[config.mk]
export PLATFORM = sky130hd
export DESIGN_NAME = scpd_top
export DESIGN_NICKNAME = d
export VERILOG_FILES = /design/src/scpd_top.v
export VERILOG_INCLUDE_DIRS = /design/src
export SDC_FILE = /design/constraint.sdc
export NUM_CORES = 1
export LEC_CHECK = 0
export ABC_AREA = 1
export BUFFER_PORTS_ARGS = -buffer_cell sky130_fd_sc_hd__buf_2
export CORE_MARGIN = 3
export CORE_UTILIZATION = 57
export DETAILED_ROUTE_END_ITERATION = 12
export PLACE_DENSITY = 0.8
export REMOVE_ABC_BUFFERS = 1
export SETUP_SLACK_MARGIN = 0.4
export SYNTH_ARGS = -nofsm -noshare
export SYNTH_HDL_FRONTEND = slang
export SYNTH_HIERARCHICAL = 1
export SYNTH_SLANG_ARGS = --single-unit
[constraint.sdc]
create_clock -name sys_clk_i -period 2.1 [get_ports sys_clk_i]
set_clock_uncertainty 0.05 [all_clocks]
set_input_delay 0.315 -clock sys_clk_i [delete_from_list [all_inputs] [get_ports sys_clk_i]]
set_output_delay 0.315 -clock sys_clk_i [all_outputs]
set_load 0.01 [all_outputs]
[src/scpd_regs.vh]
// Summary of operation
// normal mode passes full-scale conversions as 18-bit output words
// global power-down when register bit set or active-high pin driven high
// global power-down also powers down both converter channels
// controller powers down reference amplifier only while already powered down
// unused output interface drivers can be powered down one by one
// power-down changes take effect only while sampling clock runs
// averaging enabled: the two channel results are averaged per sample
// averaged result goes to channel A lanes or to decimation filter
// reset values give a usable default with no serial access
// reference and clock option chosen from reference select pin level
// bits shift in only while serial select is low
// one data bit sampled at each rising serial clock edge
// every 24th rising edge commits a write frame to its register
// trailing partial frame bits are dropped, no register changes
// several 24-bit frames per select period, each an independent access
// serial clock up to 12 MHz, down to hertz, any duty cycle
// write frame: flag bit 15 clear, bits 14..12 zero, 12-bit address, data byte
// read frame: register byte driven on falling edges, msb first
// a read frame never changes any register
// data pin released whenever read data is not driven
// raising select clears the bit counter for a fresh frame
`ifndef SCPD_REGS_VH
`define SCPD_REGS_VH
`define SCPD_FRAME_BITS   5'h18
`define SCPD_ADDR_BITS    5'h10
`define SCPD_RW_BIT       15
`define SCPD_ADDR_PDN     15'h0008
`define SCPD_ADDR_DRV     15'h0009
`define SCPD_ADDR_MASK    15'h000D
`define SCPD_ADDR_REF     15'h000E
`define SCPD_ADDR_AVG     15'h0024
`define SCPD_RST_PDN      8'h00
`define SCPD_RST_DRV      8'h00
`define SCPD_RST_MASK     8'h00
`define SCPD_RST_REF      8'h00
`define SCPD_RST_AVG      8'h00
`define SCPD_PDN_GLOBAL   0
`define SCPD_PDN_B        1
`define SCPD_PDN_A        2
`define SCPD_PDN_REFAMP   4
`define SCPD_PDN_CLKBUF   5
`define SCPD_MASK_REFAMP  2
`define SCPD_MASK_CLKBUF  3
`define SCPD_REF_SE       0
`define SCPD_REF_CTRL     3
`define SCPD_AVG_MUX      3
`define SCPD_AVG_EN       5
`define SCPD_LVL_SE_INT   2'h0
`define SCPD_LVL_INT      2'h1
`define SCPD_LVL_GAINBUF  2'h2
`define SCPD_LVL_EXT      2'h3
`endif

[src/scpd_top.v]
`timescale 1ns/1ps
`include "scpd_regs.vh"
module scpd_top (
  // clock, reset, enable
  input  wire        sys_clk_i,
  input  wire        rst_n_i,
  input  wire        ce_i,
  // serial port
  input  wire        serial_select_n_i,
  input  wire        sclk_i,
  input  wire        sdio_i,
  output reg         sdio_o,
  output reg         sdio_oe_o,
  // pins and clock status
  input  wire        powerdown_sync_pin_i,
  input  wire        sample_clk_present_i,
  input  wire [1:0]  reference_select_pin_i,
  // conversion data
  input  wire [17:0] ch_a_i,
  input  wire [17:0] ch_b_i,
  input  wire        sample_valid_i,
  output reg  [17:0] out_a_o,
  output reg  [17:0] out_b_o,
  output reg         out_valid_o,
  output reg  [17:0] decimation_filter_o,
  output reg         decimation_filter_valid_o,
  // power and reference controls
  output reg         global_pdn_o,
  output reg         adc_a_pdn_o,
  output reg         adc_b_pdn_o,
  output reg         refamp_pdn_o,
  output reg         clkbuf_pdn_o,
  output reg  [5:0]  driver_pdn_o,
  output reg  [1:0]  ref_mode_o,
  output reg         single_ended_clk_o
);

// ----------------------------------------
// input synchronisers
// ----------------------------------------
wire       sel_sync;
wire       clk_sync;
wire       dat_sync;
wire       pin_sync;
wire       run_sync;
wire       lvl0_sync;
wire       lvl1_sync;
reg        clk_prev;

scpd_sync2 #(
  .RESET_VAL (1'b1)
) u_sync_sel (
  .sys_clk_i (sys_clk_i),
  .rst_n_i   (rst_n_i),
  .ce_i      (ce_i),
  .async_i   (serial_select_n_i),
  .sync_o    (sel_sync)
);

scpd_sync2 u_sync_clk (
  .sys_clk_i (sys_clk_i),
  .rst_n_i   (rst_n_i),
  .ce_i      (ce_i),
  .async_i   (sclk_i),
  .sync_o    (clk_sync)
);

scpd_sync2 u_sync_dat (
  .sys_clk_i (sys_clk_i),
  .rst_n_i   (rst_n_i),
  .ce_i      (ce_i),
  .async_i   (sdio_i),
  .sync_o    (dat_sync)
);

scpd_sync2 u_sync_pin (
  .sys_clk_i (sys_clk_i),
  .rst_n_i   (rst_n_i),
  .ce_i      (ce_i),
  .async_i   (powerdown_sync_pin_i),
  .sync_o    (pin_sync)
);

scpd_sync2 u_sync_run (
  .sys_clk_i (sys_clk_i),
  .rst_n_i   (rst_n_i),
  .ce_i      (ce_i),
  .async_i   (sample_clk_present_i),
  .sync_o    (run_sync)
);

scpd_sync2 #(
  .RESET_VAL (1'b1)
) u_sync_lvl0 (
  .sys_clk_i (sys_clk_i),
  .rst_n_i   (rst_n_i),
  .ce_i      (ce_i),
  .async_i   (reference_select_pin_i[0]),
  .sync_o    (lvl0_sync)
);

scpd_sync2 #(
  .RESET_VAL (1'b1)
) u_sync_lvl1 (
  .sys_clk_i (sys_clk_i),
  .rst_n_i   (rst_n_i),
  .ce_i      (ce_i),
  .async_i   (reference_select_pin_i[1]),
  .sync_o    (lvl1_sync)
);

// detector starts at the clock's idle level, so reset makes no false edge
always @(posedge sys_clk_i) begin
  if (!rst_n_i) begin
    clk_prev <= 1'b0;
  end else if (ce_i) begin
    clk_prev <= clk_sync;
  end
end

// select and clock travel the same two-stage path, so their order holds
wire sel_act = ~sel_sync;
wire rise    = clk_sync & ~clk_prev;
wire fall    = ~clk_sync & clk_prev;
wire [1:0] ref_level = {lvl1_sync, lvl0_sync};

// ----------------------------------------
// serial frame engine
// ----------------------------------------
reg  [4:0]  bit_cnt;
reg  [22:0] shift;
reg         rd_active;
reg  [7:0]  rd_shift;
reg  [7:0]  reg_pdn;
reg  [7:0]  reg_drv;
reg  [7:0]  reg_mask;
reg  [7:0]  reg_ref;
reg  [7:0]  reg_avg;
reg  [7:0]  rd_value;

wire [23:0] frame    = {shift, dat_sync};
wire        last_bit = (bit_cnt == `SCPD_FRAME_BITS - 5'h01);
wire        addr_end = (bit_cnt == `SCPD_ADDR_BITS - 5'h01);
wire        commit   = sel_act & rise & last_bit & ~frame[8 + `SCPD_RW_BIT];
wire [14:0] wr_addr  = frame[22:8];
wire [14:0] rd_addr  = frame[14:0];

// unmapped addresses read back as zero
always @* begin
  case (rd_addr)
    `SCPD_ADDR_PDN:  rd_value = reg_pdn;
    `SCPD_ADDR_DRV:  rd_value = reg_drv;
    `SCPD_ADDR_MASK: rd_value = reg_mask;
    `SCPD_ADDR_REF:  rd_value = reg_ref;
    `SCPD_ADDR_AVG:  rd_value = reg_avg;
    default:         rd_value = 8'h00;
  endcase
end

always @(posedge sys_clk_i) begin
  if (!rst_n_i) begin
    bit_cnt   <= 5'h00;
    shift     <= 23'h000000;
    rd_active <= 1'b0;
    rd_shift  <= 8'h00;
    sdio_o    <= 1'b0;
    sdio_oe_o <= 1'b0;
  end else if (ce_i) begin
    if (!sel_act) begin
      bit_cnt   <= 5'h00;
      rd_active <= 1'b0;
      sdio_oe_o <= 1'b0;
    end else begin
      if (rise) begin
        shift <= frame[22:0];
        if (last_bit) begin
          bit_cnt   <= 5'h00;
          rd_active <= 1'b0;
        end else begin
          bit_cnt <= bit_cnt + 5'h01;
        end
        if (addr_end && frame[`SCPD_RW_BIT]) begin
          rd_active <= 1'b1;
          rd_shift  <= rd_value;
        end
      end
      if (fall && rd_active) begin
        sdio_o    <= rd_shift[7];
        sdio_oe_o <= 1'b1;
        rd_shift  <= {rd_shift[6:0], 1'b0};
      end else if (!rd_active) begin
        sdio_oe_o <= 1'b0;
      end
    end
  end
end

// ----------------------------------------
// configuration registers
// ----------------------------------------
always @(posedge sys_clk_i) begin
  if (!rst_n_i) begin
    reg_pdn  <= `SCPD_RST_PDN;
    reg_drv  <= `SCPD_RST_DRV;
    reg_mask <= `SCPD_RST_MASK;
    reg_ref  <= `SCPD_RST_REF;
    reg_avg  <= `SCPD_RST_AVG;
  end else if (ce_i && commit) begin
    case (wr_addr)
      `SCPD_ADDR_PDN:  reg_pdn  <= frame[7:0];
      `SCPD_ADDR_DRV:  reg_drv  <= frame[7:0];
      `SCPD_ADDR_MASK: reg_mask <= frame[7:0];
      `SCPD_ADDR_REF:  reg_ref  <= frame[7:0];
      `SCPD_ADDR_AVG:  reg_avg  <= frame[7:0];
      default:         reg_pdn  <= reg_pdn;
    endcase
  end
end

// ----------------------------------------
// power-down control
// ----------------------------------------
// no sampling clock means the analog side cannot act, so outputs hold
wire glob = reg_pdn[`SCPD_PDN_GLOBAL] | pin_sync;

always @(posedge sys_clk_i) begin
  if (!rst_n_i) begin
    global_pdn_o <= 1'b0;
    adc_a_pdn_o  <= 1'b0;
    adc_b_pdn_o  <= 1'b0;
    refamp_pdn_o <= 1'b0;
    clkbuf_pdn_o <= 1'b0;
    driver_pdn_o <= 6'h00;
  end else if (ce_i && run_sync) begin
    global_pdn_o <= glob;
    adc_a_pdn_o  <= glob | reg_pdn[`SCPD_PDN_A];
    adc_b_pdn_o  <= glob | reg_pdn[`SCPD_PDN_B];
    // amplifier sequencing is left to the controller
    refamp_pdn_o <= reg_pdn[`SCPD_PDN_REFAMP] |
                    (glob & reg_mask[`SCPD_MASK_REFAMP]);
    clkbuf_pdn_o <= reg_pdn[`SCPD_PDN_CLKBUF] |
                    (glob & reg_mask[`SCPD_MASK_CLKBUF]);
    driver_pdn_o <= reg_drv[5:0];
  end
end

// ----------------------------------------
// reference and clock selection
// ----------------------------------------
always @(posedge sys_clk_i) begin
  if (!rst_n_i) begin
    ref_mode_o         <= `SCPD_LVL_EXT;
    single_ended_clk_o <= 1'b0;
  end else if (ce_i) begin
    if (reg_ref[`SCPD_REF_CTRL]) begin
      ref_mode_o         <= reg_ref[2:1];
      single_ended_clk_o <= reg_ref[`SCPD_REF_SE];
    end else begin
      ref_mode_o         <= ref_level;
      single_ended_clk_o <= (ref_level == `SCPD_LVL_SE_INT);
    end
  end
end

// ----------------------------------------
// data path and averaging
// ----------------------------------------
// sign-extended sum keeps the average free of overflow
wire [18:0] sum    = {ch_a_i[17], ch_a_i} + {ch_b_i[17], ch_b_i};
wire [17:0] avg    = sum[18:1];
wire        avg_en = reg_avg[`SCPD_AVG_EN];
wire        to_flt = reg_avg[`SCPD_AVG_MUX];

always @(posedge sys_clk_i) begin
  if (!rst_n_i) begin
    out_a_o                   <= 18'h00000;
    out_b_o                   <= 18'h00000;
    out_valid_o               <= 1'b0;
    decimation_filter_o       <= 18'h00000;
    decimation_filter_valid_o <= 1'b0;
  end else if (ce_i) begin
    out_valid_o               <= sample_valid_i;
    decimation_filter_valid_o <= sample_valid_i;
    if (sample_valid_i) begin
      out_b_o <= ch_b_i;
      if (avg_en && !to_flt) begin
        out_a_o <= avg;
      end else begin
        out_a_o <= ch_a_i;
      end
      if (avg_en && to_flt) begin
        decimation_filter_o <= avg;
      end else begin
        decimation_filter_o <= ch_a_i;
      end
    end
  end
end

endmodule

// ----------------------------------------
// two-stage synchroniser
// ----------------------------------------
// only the second stage is read outside, the first may be metastable
module scpd_sync2 #(
  parameter [0:0] RESET_VAL = 1'b0
) (
  // clock, reset, enable
  input  wire sys_clk_i,
  input  wire rst_n_i,
  input  wire ce_i,
  // async level in, synced level out
  input  wire async_i,
  output reg  sync_o
);

reg meta;

always @(posedge sys_clk_i) begin
  if (!rst_n_i) begin
    meta   <= RESET_VAL;
    sync_o <= RESET_VAL;
  end else if (ce_i) begin
    meta   <= async_i;
    sync_o <= meta;
  end
end

endmodule

==> flow_summary.ini <==
[power]
leakagePower_nw = 4.369
power_w = 0.006977
cellPowerDensity_nw_per_um2 = 709.2
vdd_ir_drop_max_mv = 0.4771

[worst_hold_path]
min_from = serial_select_n_i
worstHoldPathType = primary input to flip-flop
holdPathStages = 3
whs_endpoint = u_sync_sel/meta

[synth]
ys_seq_area_share_pct = 41.45
synth-seq-cells = 163
synth_area_leaders = dfxtp_1 41%, nand2_1 11%, a21oi_1 9.9%
synthArstFlopShare_pct = 0
synth.distinct_cells = 40
synthTopCellsByCount = 234 x nand2_1, 163 x dfxtp_1, 155 x a21oi_1
yosysWarnings = 6
synth_edf_count = 0
synthCells = 1150
syn_avg_cell_area_um2 = 6.846
synth_ff_type = dfxtp_1
netlist_area_um2 = 7873
synthMostInstantiatedCell = nand2_1
synth_top_area_cell = dfxtp_1
synth_top_area_share_pct = 41.45

[timing]
setup_tns_ns = 0
period_share_pct = 87.40
hold_viol_final = 0
grt_setup_unrepaired = true
hold_ws_ns = 0.05037
final_max_slew_viol_count = 0
period_needed_ns = 1.835
tightest_slew_ns = 0.5913
slew_headroom_pct = 60.34
setup_ws_ns = 0.2646
setup_violations = 0
max_freq_ghz = 0.5448

[clocking]
cts_tree = yes
cts-root-buf = clkbuf_16
clock-sinks = 163
htree_levels = 4
path_clk_slew_ns = 0.06
clkLatencyLatePin_ns = 0.43
clock_path_buffers = 2
numCtsBuffers = 17

[routing]
ant_nets = 0
totalWireLength_um = 21920
drc = 0
wire_per_inst_um = 14.82
drt_iter0_markers = 717
vias_per_cell = 5.470
dr.pass1.iters = 6
vias = 8090

[cells_and_area]
layout-drive-gt1-share_pct = 22.56
layout.nets = 1358
nFillCells = 1056
antenna_cells = 0
stdcell_area_um2 = 9838
syn2layout_area_growth_pct = 24.97

[placed_design]
io_buffers = 118
gp_congestion = 0.9702
pre_cts_slack_ns = 0.02133
place_area_um2 = 8690
dp_hpwl_um = 14230

[die]
start_util_pct = 58.75
std_cell_rows = 42
core-area_um2 = 13400
num_io_pins = 119
die_area_um2 = 15260
die_x_um = 123.5
die_h_um = 123.5

[critical_path]
worstSetupPathType = flip-flop to flip-flop
path_cells = ha_4, nand4_1, nor3_4, buf_6, nand3_4, nor2_4, buf_12, o21ai_1, a21oi_2
rr_worst_depth = 9
rr_endpoint = reg_mask[0]
cp-end-kind = flip-flop
r2r-start = bit_cnt[0]
worst_path_max_delay_cell = dfxtp_2
worstPathRequired_ns = 2.40
critical_path.max_stage_delay_ns = 0.35
worstSetupStartpointType = flip-flop
r2r_slack_ns = 0.26
crit_arrival_ns = 2.14
cp_max_fo = 8

[grt]
grt_overflow_total = 0
antenna_found_initial = 0
grt.total_usage_pct = 28.01
first_global_vias = 7119
grt_pass1_wl_um = 34200
grt_max_degree = 73

[outcome]
status = finished clean

[flow_run]
drv_cap = 0
==> kinds of logic after synthesis <==
kind of cell / synth area share, %
and+or+nand+nor: 26.24
AOI/OAI and AO/OA: 19.10
xor gates and xnor gates: 0.7788
DFF: 41.45
buffers and inverters: 9.155
adders and majority gates: 3.274
==> metal layers <==
metal / wire length, µm / global-route usage (%) / up-vias
met4: 486 / 9.135 / 0
met3: 1612 / 5.169 / 49
met2: 10240 / 45.16 / 349
met5: 0 / 0 / -
met1: 9578 / 38.02 / 3660
li1: - / - / 4032
==> registers in the layout, summed over array words and instances, names as in the netlist, 8 cells and up <==
signal and flops:
out_a_o 18, reg_avg 8, reg_ref 8, shift 23
decimation_filter_o 18, rd_shift 8, reg_mask 8, reg_pdn 8
reg_drv 8, out_b_o 18
==> through the flow <==
| step | cells | util (%) |
|---|---|---|
| floorplan | 1105 | - |
| global placement | 1422 | 64.85 |
| detailed placement | 1422 | 64.85 |
| CTS | 1464 | 71.37 |
| global route | 1479 | 73.42 |
| finish | 1479 | 73.42 |
==> area by class of cell <==
cell class	instances	area [µm²]	share of cell area [%]
well taps	176	220.2	2.238
inverters	139	531.8	5.405
multi-input cells	804	4190	42.59
repair buffers	166	1091	11.09
clock inverters	9	57.56	0.5850
clock buffers	22	474.2	4.820
flip-flops and latches	163	3273	33.27
==> how the worst max path moves through the flow <==
stage	start	end	slack, ns
after CTS	bit_cnt[0]	reg_pdn[3]	0.28
after global routing	shift[17]	reg_pdn[6]	0.17
after detailed placement	ch_a_i[1]	decimation_filter_o[11]	0.02
after floorplan	sample_valid_i	decimation_filter_o[0]	-0.90
after global placement	ch_a_i[2]	decimation_filter_o[14]	0.06
final	bit_cnt[0]	reg_mask[0]	0.26
==> worst max-delay path: cells and delay by family, from the launching register on <==
kind | cells | cell delay, ns
simple gates | 4 | 0.66
compound gates | 2 | 0.26
buf+inv | 2 | 0.31
fa+ha+maj | 1 | 0.14
flops | 1 | 0.35
==> placed cells by master (no fill, tap or decap), drive strengths merged, types with 3 or more instances in the layout <==
cell type,n
nand2,236
buf,166
dfxtp,163
nor2,157
a21oi,155
inv,135
o21ai,121
nand3,55
clkbuf,22
ha,19
nand4,14
clkinv,11
nor3,7
or2,6
nand3b,4
xor2,4
o211ai,4
o22ai,3
a31oi,3
and2,3
xnor2,3
==> power breakdown <==
group / switching [W] / internal [W]
Combinational: 0.000561 / 0.000344
Sequential: 0.0000599 / 0.00320
Clock: 0.00123 / 0.00159
==> what timing repair did <==
item | 4_1_cts | 5_1_grt
cloned | 3 | 2
endpoints found under the setup margin | 49 | 67
resized for setup | 59 | 66
pin swaps | 16 | 13
hold buffers | 0 | 0
buffers inserted | 8 | 13
Note: power is estimated with default switching activity, not from simulation.
